File: src/common/ulm_defs.vh
/*
  Constants shared by the serial line-mode logic: register offsets,
  field positions, mode codes, reset values and tick counts.
  Assumes 8-bit byte addresses on a 32-bit register port and a 16x bit tick.
*/
// Overview of operation
// - Smart-card T=1: one stop bit, parity checked
// - Mode 0x8 enables infrared modulator and demodulator
// - Infrared zero sends a 3/16 bit pulse
// - Falling edge starts 8-bit filter down counter
// - Rising edge during filtering reloads, rejects pulse
// - Counter at zero drives receiver low one bit
// - Mode 0x1: RTS is inverse of transmitter empty
// - RTS stays high through timeguard after character
// - Mode 0x3: terminal drives DTR/RTS, watches inputs
// - Disable command drives pin high, enable low
// - Modem input level change sets its flag
// - Reading channel status clears change flags
// - CTS high stops transmitter after current character
// - Normal: receive pin to receiver, transmitter to pin
// - Echo: receive pin copied to transmit pin
// - Local loopback: transmitter to receiver, pin high
// - Remote loopback: receive pin to transmit pin
`ifndef ULM_DEFS_VH
`define ULM_DEFS_VH

`define ULM_OFF_CMD 8'h00
`define ULM_OFF_MODE 8'h04
`define ULM_OFF_CSR 8'h14
`define ULM_OFF_TG 8'h28
`define ULM_OFF_RATIO 8'h40
`define ULM_OFF_IRF 8'h4c

`define ULM_MODE_NORMAL 4'h0
`define ULM_MODE_RS485 4'h1
`define ULM_MODE_MODEM 4'h3
`define ULM_MODE_CARD_T1 4'h6
`define ULM_MODE_IR 4'h8

`define ULM_CHM_NORMAL 2'h0
`define ULM_CHM_ECHO 2'h1
`define ULM_CHM_LOCAL 2'h2
`define ULM_CHM_REMOTE 2'h3

`define ULM_PAR_EVEN 3'h0
`define ULM_PAR_ODD 3'h1
`define ULM_PAR_SPACE 3'h2
`define ULM_PAR_MARK 3'h3

// Mode register fields
`define ULM_MR_MODE 3:0
`define ULM_MR_PAR 11:9
`define ULM_MR_CHM 15:14
// Command register bits
`define ULM_CR_RSTSTA 8
`define ULM_CR_DTR_ASSERT 16
`define ULM_CR_DTR_DEASSERT 17
`define ULM_CR_RTS_ASSERT 18
`define ULM_CR_RTS_DEASSERT 19
// Channel status bits
`define ULM_CSR_PAR_ERR 7
`define ULM_CSR_TX_EMPTY 9
`define ULM_CSR_CHG 19:16
`define ULM_CSR_LVL 23:20

`define ULM_RATIO_W 11
`define ULM_RATIO_RST 11'h174
`define ULM_IR_PULSE_TICKS 5'h03
`define ULM_TICKS_LAST 4'hf

`endif

File: src/rtl/ulm_chg_det.v
/*
  Level-change detector for one modem input with a sticky flag.
  Assumes the input is synchronous to clk_sys.
*/
`timescale 1ns/1ps
`default_nettype none
module ulm_chg_det (
  // Clock and reset
  input wire clk_sys,
  input wire rst_n,
  input wire ce,
  // Control
  input wire en,
  input wire clr,
  // Line
  input wire level,
  output reg flag_q,
  output reg lvl_q
);
  wire change;

  assign change = en & (level != lvl_q);

  always @(posedge clk_sys or negedge rst_n) begin
    if (!rst_n) begin
      lvl_q <= 1'b1;
      flag_q <= 1'b0;
    end else if (ce) begin
      lvl_q <= level;
      // Set beats a clear in the same cycle
      if (change) begin
        flag_q <= 1'b1;
      end else if (clr) begin
        flag_q <= 1'b0;
      end
    end
  end
endmodule
`default_nettype wire

File: src/rtl/ulm_line_modes.v
/*
  Line-mode logic of a serial transceiver: smart-card parity, infrared
  modulator and filtering demodulator, RS485 driver control, modem lines
  and the four channel test modes, with a small register port.
  Assumes the core transmitter and receiver sit beside it, a 16x bit tick
  and pins synchronous to clk_sys.
*/
// Strobed register access and the placing of the registers were chosen for this implementation.
`timescale 1ns/1ps
`default_nettype none
`include "ulm_defs.vh"
module ulm_line_modes #(
  parameter FILT_W = 8,
  parameter TG_W = 8
) (
  // Clock and reset
  input wire clk_sys,
  input wire rst_n,
  input wire ce,
  // Register port
  input wire [7:0] reg_addr,
  input wire [31:0] reg_wdata,
  input wire reg_wr,
  input wire reg_rd,
  output reg [31:0] reg_rdata,
  // Core transmitter
  input wire tick16,
  input wire tx_bit,
  input wire tx_bit_start,
  input wire tx_busy,
  input wire tx_idle,
  input wire [7:0] tx_char,
  output reg tx_par_q,
  output reg tx_allow_q,
  // Core receiver
  input wire rx_done,
  input wire [7:0] rx_char,
  input wire rx_par,
  output reg rx_bit_q,
  output reg rx_allow_q,
  // Line pins
  input wire rxd,
  input wire cts,
  input wire dsr,
  input wire dcd,
  input wire ri,
  output reg txd_q,
  output reg rts_q,
  output reg dtr_q
);
  localparam [2:0] DM_IDLE = 3'b001;
  localparam [2:0] DM_FILT = 3'b010;
  localparam [2:0] DM_LOW = 3'b100;

  // Software-visible state
  reg [3:0] mode_q;
  reg [2:0] par_q;
  reg [1:0] chm_q;
  reg [FILT_W-1:0] irf_q;
  reg [TG_W-1:0] tg_q;
  reg [`ULM_RATIO_W-1:0] ratio_q;
  reg par_err_q;
  reg rts_cmd_q;
  reg dtr_cmd_q;
  // Line state
  reg [4:0] mod_cnt_q;
  reg rxd_prev_q;
  reg [2:0] dm_st_q;
  reg [FILT_W-1:0] filt_cnt_q;
  reg [3:0] low_tick_q;
  reg [TG_W-1:0] tg_cnt_q;
  reg [3:0] tg_tick_q;
  reg empty_q;

  wire is_ir;
  wire is_modem;
  wire is_485;
  wire is_t1;
  wire wr_cmd;
  wire rd_csr;
  wire [3:0] chg_flags;
  wire [3:0] chg_lvls;
  wire fall;
  wire rise;
  wire ir_tx;
  wire ir_rx;
  wire tx_src;
  wire rx_src;
  wire par_on;
  wire rx_exp;

  assign is_ir = (mode_q == `ULM_MODE_IR);
  assign is_modem = (mode_q == `ULM_MODE_MODEM);
  assign is_485 = (mode_q == `ULM_MODE_RS485);
  assign is_t1 = (mode_q == `ULM_MODE_CARD_T1);
  assign wr_cmd = reg_wr & (reg_addr == `ULM_OFF_CMD);
  assign rd_csr = reg_rd & (reg_addr == `ULM_OFF_CSR);

  // Expected parity bit for a character
  function par_bit;
    input [7:0] data;
    input [2:0] ptype;
    input t1;
    begin
      if (t1) begin
        par_bit = ^data;
      end else begin
        case (ptype)
          `ULM_PAR_EVEN: par_bit = ^data;
          `ULM_PAR_ODD: par_bit = ~^data;
          `ULM_PAR_SPACE: par_bit = 1'b0;
          `ULM_PAR_MARK: par_bit = 1'b1;
          default: par_bit = 1'b0;
        endcase
      end
    end
  endfunction

  // Card mode always carries even parity
  assign par_on = is_t1 | ~par_q[2];
  assign rx_exp = par_bit(rx_char, par_q, is_t1);

  // Register writes
  always @(posedge clk_sys or negedge rst_n) begin
    if (!rst_n) begin
      mode_q <= `ULM_MODE_NORMAL;
      par_q <= `ULM_PAR_EVEN;
      chm_q <= `ULM_CHM_NORMAL;
      irf_q <= {FILT_W{1'b0}};
      tg_q <= {TG_W{1'b0}};
      ratio_q <= `ULM_RATIO_RST;
      rts_cmd_q <= 1'b1;
      dtr_cmd_q <= 1'b1;
    end else if (ce && reg_wr) begin
      case (reg_addr)
        `ULM_OFF_MODE: begin
          mode_q <= reg_wdata[`ULM_MR_MODE];
          par_q <= reg_wdata[`ULM_MR_PAR];
          chm_q <= reg_wdata[`ULM_MR_CHM];
        end
        `ULM_OFF_IRF: irf_q <= reg_wdata[FILT_W-1:0];
        `ULM_OFF_TG: tg_q <= reg_wdata[TG_W-1:0];
        `ULM_OFF_RATIO: ratio_q <= reg_wdata[`ULM_RATIO_W-1:0];
        `ULM_OFF_CMD: begin
          // Deassert wins when both command bits are set
          if (reg_wdata[`ULM_CR_RTS_DEASSERT]) begin
            rts_cmd_q <= 1'b1;
          end else if (reg_wdata[`ULM_CR_RTS_ASSERT]) begin
            rts_cmd_q <= 1'b0;
          end
          if (reg_wdata[`ULM_CR_DTR_DEASSERT]) begin
            dtr_cmd_q <= 1'b1;
          end else if (reg_wdata[`ULM_CR_DTR_ASSERT]) begin
            dtr_cmd_q <= 1'b0;
          end
        end
        default: begin
        end
      endcase
    end
  end

  // Parity generation and parity error flag
  always @(posedge clk_sys or negedge rst_n) begin
    if (!rst_n) begin
      tx_par_q <= 1'b0;
      par_err_q <= 1'b0;
    end else if (ce) begin
      tx_par_q <= par_bit(tx_char, par_q, is_t1);
      if (rx_done && par_on && (rx_par != rx_exp)) begin
        par_err_q <= 1'b1;
      end else if (wr_cmd && reg_wdata[`ULM_CR_RSTSTA]) begin
        par_err_q <= 1'b0;
      end
    end
  end

  // Modem input change flags
  ulm_chg_det u_chg_ri (
    .clk_sys(clk_sys), .rst_n(rst_n), .ce(ce), .en(is_modem), .clr(rd_csr),
    .level(ri), .flag_q(chg_flags[0]), .lvl_q(chg_lvls[0])
  );
  ulm_chg_det u_chg_dsr (
    .clk_sys(clk_sys), .rst_n(rst_n), .ce(ce), .en(is_modem), .clr(rd_csr),
    .level(dsr), .flag_q(chg_flags[1]), .lvl_q(chg_lvls[1])
  );
  ulm_chg_det u_chg_dcd (
    .clk_sys(clk_sys), .rst_n(rst_n), .ce(ce), .en(is_modem), .clr(rd_csr),
    .level(dcd), .flag_q(chg_flags[2]), .lvl_q(chg_lvls[2])
  );
  ulm_chg_det u_chg_cts (
    .clk_sys(clk_sys), .rst_n(rst_n), .ce(ce), .en(is_modem), .clr(rd_csr),
    .level(cts), .flag_q(chg_flags[3]), .lvl_q(chg_lvls[3])
  );

  // Register reads, data valid in the following cycle only
  always @(posedge clk_sys or negedge rst_n) begin
    if (!rst_n) begin
      reg_rdata <= 32'h0000_0000;
    end else if (ce) begin
      reg_rdata <= 32'h0000_0000;
      if (reg_rd) begin
        case (reg_addr)
          `ULM_OFF_MODE: begin
            reg_rdata[`ULM_MR_MODE] <= mode_q;
            reg_rdata[`ULM_MR_PAR] <= par_q;
            reg_rdata[`ULM_MR_CHM] <= chm_q;
          end
          `ULM_OFF_CSR: begin
            reg_rdata[`ULM_CSR_PAR_ERR] <= par_err_q;
            reg_rdata[`ULM_CSR_TX_EMPTY] <= empty_q;
            reg_rdata[`ULM_CSR_CHG] <= chg_flags;
            reg_rdata[`ULM_CSR_LVL] <= chg_lvls;
          end
          `ULM_OFF_IRF: reg_rdata[FILT_W-1:0] <= irf_q;
          `ULM_OFF_TG: reg_rdata[TG_W-1:0] <= tg_q;
          `ULM_OFF_RATIO: reg_rdata[`ULM_RATIO_W-1:0] <= ratio_q;
          default: reg_rdata <= 32'h0000_0000;
        endcase
      end
    end
  end

  // Infrared modulator: low pulse of 3 ticks at the start of a zero
  always @(posedge clk_sys or negedge rst_n) begin
    if (!rst_n) begin
      mod_cnt_q <= 5'h00;
    end else if (ce) begin
      if (tx_bit_start) begin
        mod_cnt_q <= tx_bit ? 5'h00 : `ULM_IR_PULSE_TICKS;
      end else if (tick16 && (mod_cnt_q != 5'h00)) begin
        mod_cnt_q <= mod_cnt_q - 5'h01;
      end
    end
  end
  assign ir_tx = (mod_cnt_q == 5'h00);

  // Infrared demodulator with pulse-width filter
  assign fall = rxd_prev_q & ~rxd;
  assign rise = ~rxd_prev_q & rxd;

  always @(posedge clk_sys or negedge rst_n) begin
    if (!rst_n) begin
      rxd_prev_q <= 1'b1;
      dm_st_q <= DM_IDLE;
      filt_cnt_q <= {FILT_W{1'b0}};
      low_tick_q <= 4'h0;
    end else if (ce) begin
      rxd_prev_q <= rxd;
      case (dm_st_q)
        DM_IDLE: begin
          filt_cnt_q <= irf_q;
          if (fall && is_ir) begin
            dm_st_q <= DM_FILT;
          end
        end
        DM_FILT: begin
          if (rise) begin
            filt_cnt_q <= irf_q;
            dm_st_q <= DM_IDLE;
          end else if (filt_cnt_q == {FILT_W{1'b0}}) begin
            low_tick_q <= 4'h0;
            dm_st_q <= DM_LOW;
          end else begin
            filt_cnt_q <= filt_cnt_q - {{(FILT_W-1){1'b0}}, 1'b1};
          end
        end
        DM_LOW: begin
          // Sixteen ticks make one bit time
          if (tick16) begin
            low_tick_q <= low_tick_q + 4'h1;
            if (low_tick_q == `ULM_TICKS_LAST) begin
              dm_st_q <= DM_IDLE;
            end
          end
        end
        default: dm_st_q <= DM_IDLE;
      endcase
    end
  end
  assign ir_rx = (dm_st_q != DM_LOW);

  // Transmitter empty held off through the timeguard
  always @(posedge clk_sys or negedge rst_n) begin
    if (!rst_n) begin
      tg_cnt_q <= {TG_W{1'b0}};
      tg_tick_q <= 4'h0;
      empty_q <= 1'b1;
    end else if (ce) begin
      if (!tx_idle) begin
        tg_cnt_q <= tg_q;
        tg_tick_q <= 4'h0;
      end else if (tick16 && (tg_cnt_q != {TG_W{1'b0}})) begin
        tg_tick_q <= tg_tick_q + 4'h1;
        if (tg_tick_q == `ULM_TICKS_LAST) begin
          tg_cnt_q <= tg_cnt_q - {{(TG_W-1){1'b0}}, 1'b1};
        end
      end
      empty_q <= tx_idle && (tg_cnt_q == {TG_W{1'b0}});
    end
  end

  // Pin control and channel routing
  assign tx_src = is_ir ? ir_tx : tx_bit;
  assign rx_src = is_ir ? ir_rx : rxd;

  always @(posedge clk_sys or negedge rst_n) begin
    if (!rst_n) begin
      txd_q <= 1'b1;
      rx_bit_q <= 1'b1;
      rts_q <= 1'b1;
      dtr_q <= 1'b1;
      tx_allow_q <= 1'b1;
      rx_allow_q <= 1'b1;
    end else if (ce) begin
      rts_q <= is_485 ? ~empty_q : rts_cmd_q;
      dtr_q <= dtr_cmd_q;
      // Character in flight finishes before the stop takes hold
      tx_allow_q <= (chm_q != `ULM_CHM_REMOTE) &&
                    (!(is_modem && cts) || (tx_allow_q && tx_busy));
      rx_allow_q <= (chm_q != `ULM_CHM_REMOTE);
      case (chm_q)
        `ULM_CHM_NORMAL: begin
          txd_q <= tx_src;
          rx_bit_q <= rx_src;
        end
        `ULM_CHM_ECHO: begin
          txd_q <= rxd;
          rx_bit_q <= rx_src;
        end
        `ULM_CHM_LOCAL: begin
          txd_q <= 1'b1;
          rx_bit_q <= tx_bit;
        end
        `ULM_CHM_REMOTE: begin
          txd_q <= rxd;
          rx_bit_q <= 1'b1;
        end
        default: begin
          txd_q <= 1'b1;
          rx_bit_q <= 1'b1;
        end
      endcase
    end
  end
endmodule
`default_nettype wire

File: config.mk
export PLATFORM = sky130hd
export DESIGN_NAME = ulm_line_modes
export DESIGN_NICKNAME = d
export VERILOG_FILES = /design/src/rtl/ulm_chg_det.v /design/src/rtl/ulm_line_modes.v
export VERILOG_INCLUDE_DIRS = /design/src /design/src/common
export SDC_FILE = /design/constraint.sdc
export NUM_CORES = 1
export LEC_CHECK = 0
export BUFFER_PORTS_ARGS = -buffer_cell sky130_fd_sc_hd__buf_2
export CORE_AREA = 3 3 124 126
export CTS_CLUSTER_DIAMETER = 200
export CTS_CLUSTER_SIZE = 24
export DETAILED_ROUTE_END_ITERATION = 7
export DIE_AREA = 0 0 127 129
export PLACE_DENSITY = 0.65
export SLEW_MARGIN = 20
export SYNTH_ARGS = -nofsm -noshare
export SYNTH_HDL_FRONTEND = slang
export SYNTH_HIERARCHICAL = 1
export SYNTH_SLANG_ARGS = --single-unit
File: constraint.sdc
create_clock -name clk_sys -period 3 [get_ports clk_sys]
set_input_delay 0.3 -clock clk_sys [delete_from_list [all_inputs] [get_ports clk_sys]]
set_output_delay 0.3 -clock clk_sys [all_outputs]
set_load 0.02 [all_outputs]
==> results.py, run 1 <==
metrics = {
    "yosys": {
        "synth.yosys.warnings": 6,
        "syn_inst": 577,
        "synth_flop_cell": "dfrtp_1",
        "synth-async-reset-ratio_pct": 100,
        "synth_cell_types": 62,
        "ys_seq_area_share_pct": 48.4,
        "avgSynthCellArea_um2": 9.95,
        "synth_edf_count": 0,
        "synth.cell_area_um2": 5740,
        "synth_seq_cells": 110,
    },
    "placement": {
        "portBuffers": 87,
        "gp_congestion": 0.854,
        "dp_slack_ns": 0.448,
        "hpwl_um": 10100,
        "place_area_um2": 6350,
    },
    "sta": {
        "rsz0062_at_grt": "false",
        "max_slew.worst_pin.slew_ns": 0.772,
        "clock_skew_ns": 0.00619,
        "fin_ws_ns": 0.677,
        "tns_ns": 0,
        "period_minus_slack_ns": 2.32,
        "fin_crit_sh_pct": 77.4,
        "setup_viol": 0,
        "hold_viol_final": 11,
        "fmax_mhz": 430,
        "timing.hold.ws_ns": -0.00860,
        "slew_headroom_pct": 48.0,
        "maxSlewViolCount": 0,
    },
    "clock_tree": {
        "clockBufferDepth": 2,
        "cts_resized": 0,
        "clk_pin_slew_ns": 0.08,
        "cts.sinks": 110,
        "cts_setup_buffers": 0,
        "ctsHoldBuffers": 0,
        "cts_tree": "built",
        "cts_buffers": 9,
        "cts_root_buffer": "clkbuf_16",
        "htreeDepth": 3,
        "clk_latency_ns": 0.36,
    },
    "floorplan": {
        "die_y_um": 129,
        "core_area_um2": 14400,
        "io_pins": 112,
        "start_util_pct": 39.8,
        "rows": 44,
        "dieArea_um2": 16400,
        "die_w_um": 127,
    },
    "worst_setup_path": {
        "worstReg2RegEnd": "tg_cnt_q[7]",
        "cp_top_family": "simple AND/OR/NAND/NOR gates",
        "path_class": "flip-flop to flip-flop",
        "ff2ff_path_depth": 7,
        "reg2reg_from": "tg_cnt_q[5]",
        "crit_chain": "or4_1 -> o41a_2 -> nand4_1 -> or3_1 -> nor3_1 -> mux2i_1 -> a21oi_1",
        "start_kind": "flip-flop",
        "arrival_ns": 2.55,
        "crit_fanout": 7,
        "end_kind": "flip-flop",
        "cpMaxStageDelayCell": "or4_1",
        "rrSetupSlack_ns": 0.68,
        "crit_buf_inv": 0,
        "slowest_delay_ns": 0.59,
        "crit_required_ns": 3.23,
    },
    "finish": {
        "n_fill_cell": 1371,
        "fin_nets": 745,
        "synthToLayoutAreaGrowth_pct": 16.0,
        "num_antenna_cells": 0,
        "postLayoutCellArea_um2": 6660,
        "drive_gt1_share_pct": 27.5,
    },
    "global_route": {
        "grt_pass1_vias": 4525,
        "grt_max_degree": 57,
        "grt_pass1_wl_um": 22500,
        "grt_usage_pct": 17.1,
        "grt_antenna_before_repair": 0,
        "overflow": 0,
    },
    "power": {
        "power_density_nw_per_um2": 577,
        "power_mw": 3.84,
        "p_leak_nw": 2.99,
        "max-vdd-ir-drop_mv": 0.321,
    },
    "flow_run": {
        "maxCapViolations": 0,
    },
    "route": {
        "vias": 4560,
        "first_pass_iters": 4,
        "finalWirelength_um": 13600,
        "drc": 0,
        "ant_nets": 0,
        "wl_per_cell_um": 16.0,
        "drtIter0Drc": 420,
        "vias_per_cell": 5.35,
    },
    "min_path": {
        "min_path_type": "input port to asynchronous set/reset pin",
    },
    "outcome": {
        "violations": "hold timing",
        "status": "finished, violations left",
    },
}
-- Yosys cell counts, types with 8 or more instances --
cell type | instances | area [µm²]
inv_1 | 41 | 154
nor3_1 | 14 | 70.1
nor2_1 | 43 | 161
a21oi_1 | 27 | 135
a22oi_1 | 10 | 75.1
clkbuf_1 | 15 | 56.3
ha_1 | 8 | 100
o22ai_1 | 19 | 119
nand2_1 | 66 | 248
mux2_2 | 31 | 349
buf_4 | 11 | 82.6
mux2_4 | 10 | 150
dfstp_2 | 20 | 526
dfrtp_1 | 90 | 2250
o21ai_0 | 47 | 235
xnor2_1 | 14 | 123
-- metrics by stage --
stage	util, %	instances
after detailed placement	44.0	837
after global routing	46.2	853
final	46.2	853
after floorplan	-	586
after CTS	46.2	853
after global placement	44.0	837
-- sequential cells by signal, indices dropped and copies added, names as in the netlist, 4 cells and up --
name	count
tg_tick_q	4
mod_cnt_q	5
irf_q	8
low_tick_q	4
ratio_q	11
mode_q	4
tg_cnt_q	8
filt_cnt_q	8
tg_q	8
reg_rdata	22
-- worst max-delay path by stage --
stage	startpoint	endpoint	slack, ns	cells after the start
after global routing	tg_cnt_q[0]	tg_cnt_q[5]	0.46	9
after detailed placement	reg_addr[5]	ratio_q[9]	0.45	6
after CTS	tg_cnt_q[5]	tg_cnt_q[7]	0.68	7
after floorplan	reg_addr[4]	ratio_q[0]	0.76	8
final	tg_cnt_q[5]	tg_cnt_q[7]	0.68	7
after global placement	reg_addr[5]	ratio_q[7]	0.50	6
-- cells by family after synthesis --
logic type,after synthesis,synth area share [%]
xor gates and xnor gates,21,3.20
muxes,52,10.7
adders and majority gates,8,1.74
buffers and inverters,71,5.77
and+or+nand+nor,179,15.5
AOI/OAI and AO/OA,135,14.6
DFF,110,48.4
other,1,0.0653
-- cells in the final DEF, fill, tap and decap left out, types with 4 or more instances in the layout --
master / instances
nand2_1: 66
inv_1: 41
dfstp_2: 20
mux2i_1: 7
o22ai_1: 19
nor2b_1: 6
ha_1: 8
nand4_1: 7
mux2_2: 31
mux2_1: 4
a22oi_1: 10
nor4_1: 4
xor2_1: 7
a221oi_1: 5
a21oi_1: 27
xnor2_1: 14
nor2_1: 43
clkbuf_16: 9
nand3_1: 7
mux2_4: 10
nor3_1: 14
dfrtp_1: 90
o21ai_0: 47
or3_1: 4
buf_2: 86
buf_4: 10
nor3b_1: 6
a31oi_1: 4
conb_1: 10
a32o_1: 5
-- per-layer routing --
metal | vias up | GRT usage (%) | routed length (µm) | share of wire (%)
met5 | - | 2.65 | 59 | 0.43
met4 | 2 | 3.91 | 139 | 1.0
met3 | 13 | 5.44 | 1090 | 8.0
met2 | 143 | 27.2 | 6280 | 46
met1 | 2208 | 22.8 | 6050 | 44
li1 | 2194 | - | - | -
-- report_power, final --
part / internal (mW) / leakage, nW / total (mW) / switching (mW)
sequential: 1.65 / 1.42 / 1.79 / 0.144
combinational: 0.325 / 1.42 / 0.817 / 0.492
clock: 0.659 / 0.151 / 1.23 / 0.576
total: 2.63 / 2.99 / 3.84 / 1.21
-- area by class of cell --
cell class	instances	area, µm²	area share (%)
well taps	184	230	3.46
multi-input cells	405	2670	40.0
flip-flops and latches	110	2780	41.7
inverters	41	154	2.31
repair buffers	97	526	7.89
clock buffers	9	225	3.38
clock inverters	7	78.8	1.18
(Power assumes the default switching activity.)
==> run 2, diff against run 1 <==
ABC_AREA = 1   (was default)
CORE_AREA = 3 3 128 130   (was 3 3 124 126)
DIE_AREA = 0 0 131 133   (was 0 0 127 129)
PLACE_DENSITY = 0.67   (was 0.65)
clock period = 2.1 ns   (was 3 ns; I/O delays follow)
==> results.py, run 2 <==
metrics = {
    "finish": {
        "postLayoutCellArea_um2": 7060,
        "largest_reg_flops": 22,
        "num_antenna_cells": 0,
        "top_register": "reg_rdata",
        "drive_gt1_share_pct": 22.5,
        "reg_top3": "reg_rdata (22), ratio_q (11)",
        "fin_nets": 935,
        "final_util_pct": 46.2,
        "n_fill_cell": 1502,
        "mostFrequentLayoutCell": "nand2_1",
        "synthToLayoutAreaGrowth_pct": 15.3,
        "final_cell_mix": "nand2_1, inv_1, dfrtp_1, buf_2, o21ai_0",
    },
    "global_route": {
        "grt_usage_pct": 16.8,
        "grt_pass1_vias": 4744,
        "grt_max_degree": 111,
        "overflow": 0,
        "grt_pass1_wl_um": 23500,
        "grt_antenna_before_repair": 0,
    },
    "clock_tree": {
        "cts_tree": "built",
        "cts_root_buffer": "clkbuf_16",
        "clockBufferDepth": 2,
        "cts.sinks": 110,
        "cts_buffers": 9,
        "clk_pin_slew_ns": 0.07,
        "htreeDepth": 3,
        "clk_latency_ns": 0.35,
        "cts_setup_buffers": 0,
    },
    "sta": {
        "slew_headroom_pct": 59.5,
        "rsz0062_at_grt": "false",
        "period_minus_slack_ns": 1.67,
        "fin_ws_ns": 0.429,
        "hold_viol_final": 0,
        "timing.hold.ws_ns": 0.0863,
        "fmax_mhz": 598,
        "clock_skew_ns": 0.00601,
        "tns_ns": 0,
        "fin_crit_sh_pct": 79.6,
        "maxSlewViolCount": 0,
        "setup_viol": 0,
        "max_slew.worst_pin.slew_ns": 0.607,
    },
    "yosys": {
        "syn_inst": 763,
        "yosysTopAreaCell": "dfrtp_1",
        "synth_common_cells": "nand2_1, inv_1, dfrtp_1, o21ai_0, nand3_1",
        "synth_mux_area_share_pct": 0,
        "synth_area_leaders": "dfrtp_1, nand2_1, dfstp_2",
        "avgSynthCellArea_um2": 8.02,
        "synth.cell_area_um2": 6120,
        "synth_top_cell_area_share_pct": 36.8,
        "synth_cell_types": 44,
        "synth_seq_cells": 110,
        "synth_edf_count": 0,
        "synth-async-reset-ratio_pct": 100,
        "synth-compound-area-share_pct": 15.7,
        "synthSimpleGateAreaFrac_pct": 25.5,
        "synthMostInstantiatedCell": "nand2_1",
        "synthXorXnorAreaFrac_pct": 2.15,
        "ys_seq_area_share_pct": 45.4,
        "synth_top_family_by_area": "simple AND/OR/NAND/NOR gates",
        "synth_flop_cell": "dfrtp_1",
        "synth_fa_ha_area_share_pct": 1.64,
        "synth.yosys.warnings": 6,
    },
    "floorplan": {
        "core_area_um2": 15300,
        "die_y_um": 133,
        "die_w_um": 131,
        "dieArea_um2": 17400,
        "start_util_pct": 40.1,
        "io_pins": 112,
        "rows": 45,
    },
    "worst_setup_path": {
        "rrSetupSlack_ns": 0.43,
        "crit_buf_inv": 2,
        "arrival_ns": 1.95,
        "path_class": "flip-flop to flip-flop",
        "start_kind": "flip-flop",
        "cp_top_family": "simple AND/OR/NAND/NOR gates",
        "crit_required_ns": 2.38,
        "reg2reg_from": "dm_st_q[2]",
        "crit_start": "dm_st_q[2]",
        "slowest_delay_ns": 0.40,
        "cp.depth": 9,
        "crit_fanout": 9,
        "ff2ff_path_depth": 9,
        "crit_chain": "inv_1 -> nand3_1 -> nor2_2 -> inv_2 -> a21oi_1 -> o21ai_0 -> o21ai_0 -> nand2_1 -> o21ai_1",
        "cpMostUsedCell": "o21ai_0",
        "end_kind": "flip-flop",
        "cpMaxStageDelayCell": "dfrtp_1",
        "worstReg2RegEnd": "filt_cnt_q[4]",
        "crit_end": "filt_cnt_q[4]",
    },
    "placement": {
        "gp_congestion": 0.846,
        "place_area_um2": 6740,
        "dp_slack_ns": 0.460,
        "hpwl_um": 10700,
        "portBuffers": 87,
    },
    "route": {
        "finalWirelength_um": 14300,
        "drc": 0,
        "vias_per_cell": 4.79,
        "first_pass_iters": 5,
        "drtIter0Drc": 351,
        "wl_per_cell_um": 13.3,
        "vias": 5123,
        "ant_nets": 0,
    },
    "power": {
        "power_density_nw_per_um2": 851,
        "max-vdd-ir-drop_mv": 0.556,
        "p_leak_nw": 3.68,
    },
    "outcome": {
        "status": "completed",
    },
    "flow_run": {
        "maxCapViolations": 0,
    },
    "min_path": {
        "min_path_type": "input port to flip-flop",
    },
}
run 2: cell count changes after synthesis, moves of 10 or more:
cell	before	now
o21ai_1	0	26
nand3_1	7	38
o21ai_2	0	24
nor3_1	14	4
o21ai_0	47	62
mux2_4	10	0
nor2_1	43	24
inv_1	41	99
o22ai_1	19	2
nand2_1	66	242
clkbuf_1	15	5
mux2_2	31	0
a21oi_1	27	8
run 2: worst register-to-register path, cell delays in order (launching register included):
cell     delay (ns)
dfrtp_1        0.40
inv_1          0.12
nand3_1        0.14
nor2_2         0.31
inv_2          0.14
a21oi_1        0.15
o21ai_0        0.10
o21ai_0        0.08
nand2_1        0.09
o21ai_1        0.07
run 2: per-layer routing:
metal	track usage, %	routed length [µm]	vias to the layer above
met5	0	0	-
met4	3.43	187	0
met3	4.16	666	15
met2	25.8	6400	130
met1	24.1	7020	2361
li1	-	-	2617
run 2: repair_timing:
| item | 4_1_cts | 5_1_grt |
|---|---|---|
| hold endpoints to repair | 90 | 0 |
| hold buffers | 1 | 0 |
| gates resized for setup | 0 | 0 |
run 2: worst min path at each step:
stage	start	end	slack (ns)	depth (start not counted)
final	reg_wdata[19]	rts_cmd_q	0.09	3
after global routing	reg_wdata[19]	rts_cmd_q	0.09	3
after CTS	reg_wdata[19]	rts_cmd_q	0.08	3
after detailed placement	rst_n	mod_cnt_q[2]	0.33	2
after global placement	rst_n	mod_cnt_q[2]	0.34	2
after floorplan	rst_n	chm_q[0]	-0.09	0
run 2: cell type report:
type | count | area, µm² | area share [%]
tap | 211 | 264 | 3.74
inverter | 107 | 402 | 5.69
clock buffer | 10 | 239 | 3.39
timing repair buffer | 95 | 513 | 7.27
multi-input combinational | 531 | 2790 | 39.6
clock inverter | 6 | 68.8 | 0.975
sequential | 110 | 2780 | 39.4
run 2: report_power, final:
group | total [mW] | internal, mW | switching (mW)
logic | 1.64 | 0.579 | 1.06
registers | 2.60 | 2.41 | 0.195
clock network | 1.76 | 0.969 | 0.789
run 2: cells by family after synthesis:
family | Yosys count
AND/OR/NAND/NOR | 345
AO/OA/AOI/OAI | 153
buffers and inverters | 131
flip-flops | 110
XOR/XNOR | 15
adder cells (fa/ha/maj) | 8
other | 1
run 2: through the flow:
step | std cells | power [mW]
finish | 1070 | 6.00
detailed placement | 1053 | 4.28
global route | 1070 | 6.46
CTS | 1070 | 6.06
global placement | 1053 | 4.25
floorplan | 772 | 3.85
==> run 3, diff against run 2 <==
clock period = 1.4 ns   (was 2.1 ns; I/O delays follow)
==> results.py, run 3 (same netlist as run 2, synthesis figures left out) <==
metrics = {
    "finish": {
        "final_cell_mix": "nand2_1, dfrtp_1, buf_2, inv_1, buf_4",
        "synthToLayoutAreaGrowth_pct": 30.1,
        "reg_top3": "reg_rdata (22), ratio_q (11)",
        "num_antenna_cells": 0,
        "largest_reg_flops": 22,
        "top_register": "reg_rdata",
        "mostFrequentLayoutCell": "nand2_1",
        "final_util_pct": 52.2,
        "fin_nets": 1009,
        "drive_gt1_share_pct": 36.0,
    },
    "placement": {
        "gp_congestion": 0.861,
        "dp_slack_ns": -0.149,
        "hpwl_um": 11500,
        "portBuffers": 87,
    },
    "clock_tree": {
        "cts.sinks": 110,
        "clockBufferDepth": 2,
        "cts_tree": "built",
        "cts_buffers": 9,
        "htreeDepth": 3,
        "clk_latency_ns": 0.35,
        "cts_root_buffer": "clkbuf_16",
        "clk_pin_slew_ns": 0.07,
    },
    "sta": {
        "fin_ws_ns": -0.0901,
        "fmax_mhz": 671,
        "rsz0062_at_grt": "true",
        "setup_viol": 22,
        "hold_viol_final": 0,
        "maxSlewViolCount": 0,
        "clock_skew_ns": 0.00817,
        "fin_crit_sh_pct": 106,
        "period_minus_slack_ns": 1.49,
    },
    "worst_setup_path": {
        "crit_fanout": 5,
        "end_kind": "flip-flop",
        "start_kind": "flip-flop",
        "crit_required_ns": 1.68,
        "path_class": "flip-flop to flip-flop",
        "arrival_ns": 1.77,
    },
    "floorplan": {
        "die_w_um": 131,
        "die_y_um": 133,
        "start_util_pct": 40.1,
        "dieArea_um2": 17400,
        "core_area_um2": 15300,
        "rows": 45,
        "io_pins": 112,
    },
    "route": {
        "vias": 5468,
        "drtIter0Drc": 229,
        "wl_per_cell_um": 13.7,
        "finalWirelength_um": 15600,
        "drc": 0,
        "first_pass_iters": 4,
        "ant_nets": 0,
        "vias_per_cell": 4.78,
    },
    "power": {
        "combPwrFrac_pct": 36.4,
        "clkPwrFrac_pct": 25.7,
        "swShare_pct": 34.3,
        "p_leak_nw": 4.10,
        "power_density_nw_per_um2": 1290,
        "max-vdd-ir-drop_mv": 0.791,
        "pwr-share-seq_pct": 38.0,
        "switchingPower_mw": 3.53,
        "intPower_mw": 6.76,
    },
    "min_path": {
        "min_path_type": "input port to flip-flop",
    },
    "global_route": {
        "grt_pass1_vias": 5125,
        "grt_max_degree": 35,
        "grt_usage_pct": 18.1,
        "overflow": 0,
        "grt_antenna_before_repair": 0,
        "grt_pass1_wl_um": 25100,
    },
    "outcome": {
        "violations": "setup timing",
        "status": "finished, violations left",
    },
    "flow_run": {
        "maxCapViolations": 0,
    },
}
-- run 3: worst paths after layout --
check                              start         endpoint  slack [ns]  cells past startpoint
min in group asynchronous          rst_n     mod_cnt_q[2]        0.24                      2
max                        filt_cnt_q[4]    low_tick_q[0]       -0.09                      9
min                        reg_wdata[11]         par_q[2]        0.02                      3
min reg2reg                        dtr_q            dtr_q        0.47                      2
max in group asynchronous          rst_n  u_chg_dsr/lvl_q        0.56                      3
max reg2reg                filt_cnt_q[4]    low_tick_q[0]       -0.09                      9
-- run 3: worst max-delay path: stages, from the launching register on --
cell      delay [ns]
dfrtp_1         0.40
inv_2           0.07
nand2_2         0.05
nor2_2          0.11
nand4_1         0.13
o21bai_2        0.19
nand2_2         0.12
nor2_4          0.18
nand3_2         0.08
o21ai_1         0.08
-- run 3: stage by stage --
step / area, µm² / TNS, ns / hold slack [ns] / power, mW / instances
floorplan: 6170 / 0 / -0.156 / 5.81 / 772
global placement: 7260 / -1.72 / 0.0748 / 6.97 / 1111
detailed placement: 7260 / -2.93 / 0.0697 / 7.04 / 1111
CTS: 7670 / -1.06 / 0.0109 / 9.93 / 1134
global route: 7960 / -3.37 / 0.0177 / 11.0 / 1144
finish: 7960 / -0.882 / 0.0201 / 10.3 / 1144
-- run 3: layout make-up --
| class | count | area (µm²) |
|---|---|---|
| clock buffer | 13 | 260 |
| clock inverter | 3 | 43.8 |
| fill | 1456 | 7300 |
| inverter | 107 | 414 |
| multi-input combinational | 531 | 3050 |
| sequential | 110 | 2780 |
| tap | 211 | 264 |
| timing repair buffer | 168 | 1140 |
| timing repair inverter | 1 | 8.76 |
-- run 3: power groups by stage --
| stage | Sequential (mW) | Combinational [mW] | Clock (mW) |
|---|---|---|---|
| 3_5_place_dp | 3.92 | 3.11 | 0 |
| 5_1_grt | 3.97 | 4.20 | 2.84 |
| 2_1_floorplan | 3.90 | 1.91 | 0 |
| 4_1_cts | 3.88 | 3.36 | 2.70 |
| 3_3_place_gp | 3.92 | 3.04 | 0 |
| 6_report | 3.91 | 3.75 | 2.64 |
-- run 3: timing repair --
| action | in CTS | in global routing |
|---|---|---|
| cloned | 0 | 1 |
| endpoints found under the setup margin | 26 | 38 |
| hold buffers | 3 | 0 |
| endpoints found under the hold margin | 47 | 0 |
| gates resized for setup | 23 | 74 |
| pin swaps | 10 | 29 |
| buffers inserted | 4 | 13 |
-- run 3: per-layer routing --
layer / up-vias / wire, µm / GRT usage (%)
met5: - / 0 / 0
met4: 0 / 252 / 4.57
met3: 17 / 732 / 4.40
met2: 110 / 7250 / 28.2
met1: 2570 / 7380 / 25.3
li1: 2771 / - / -
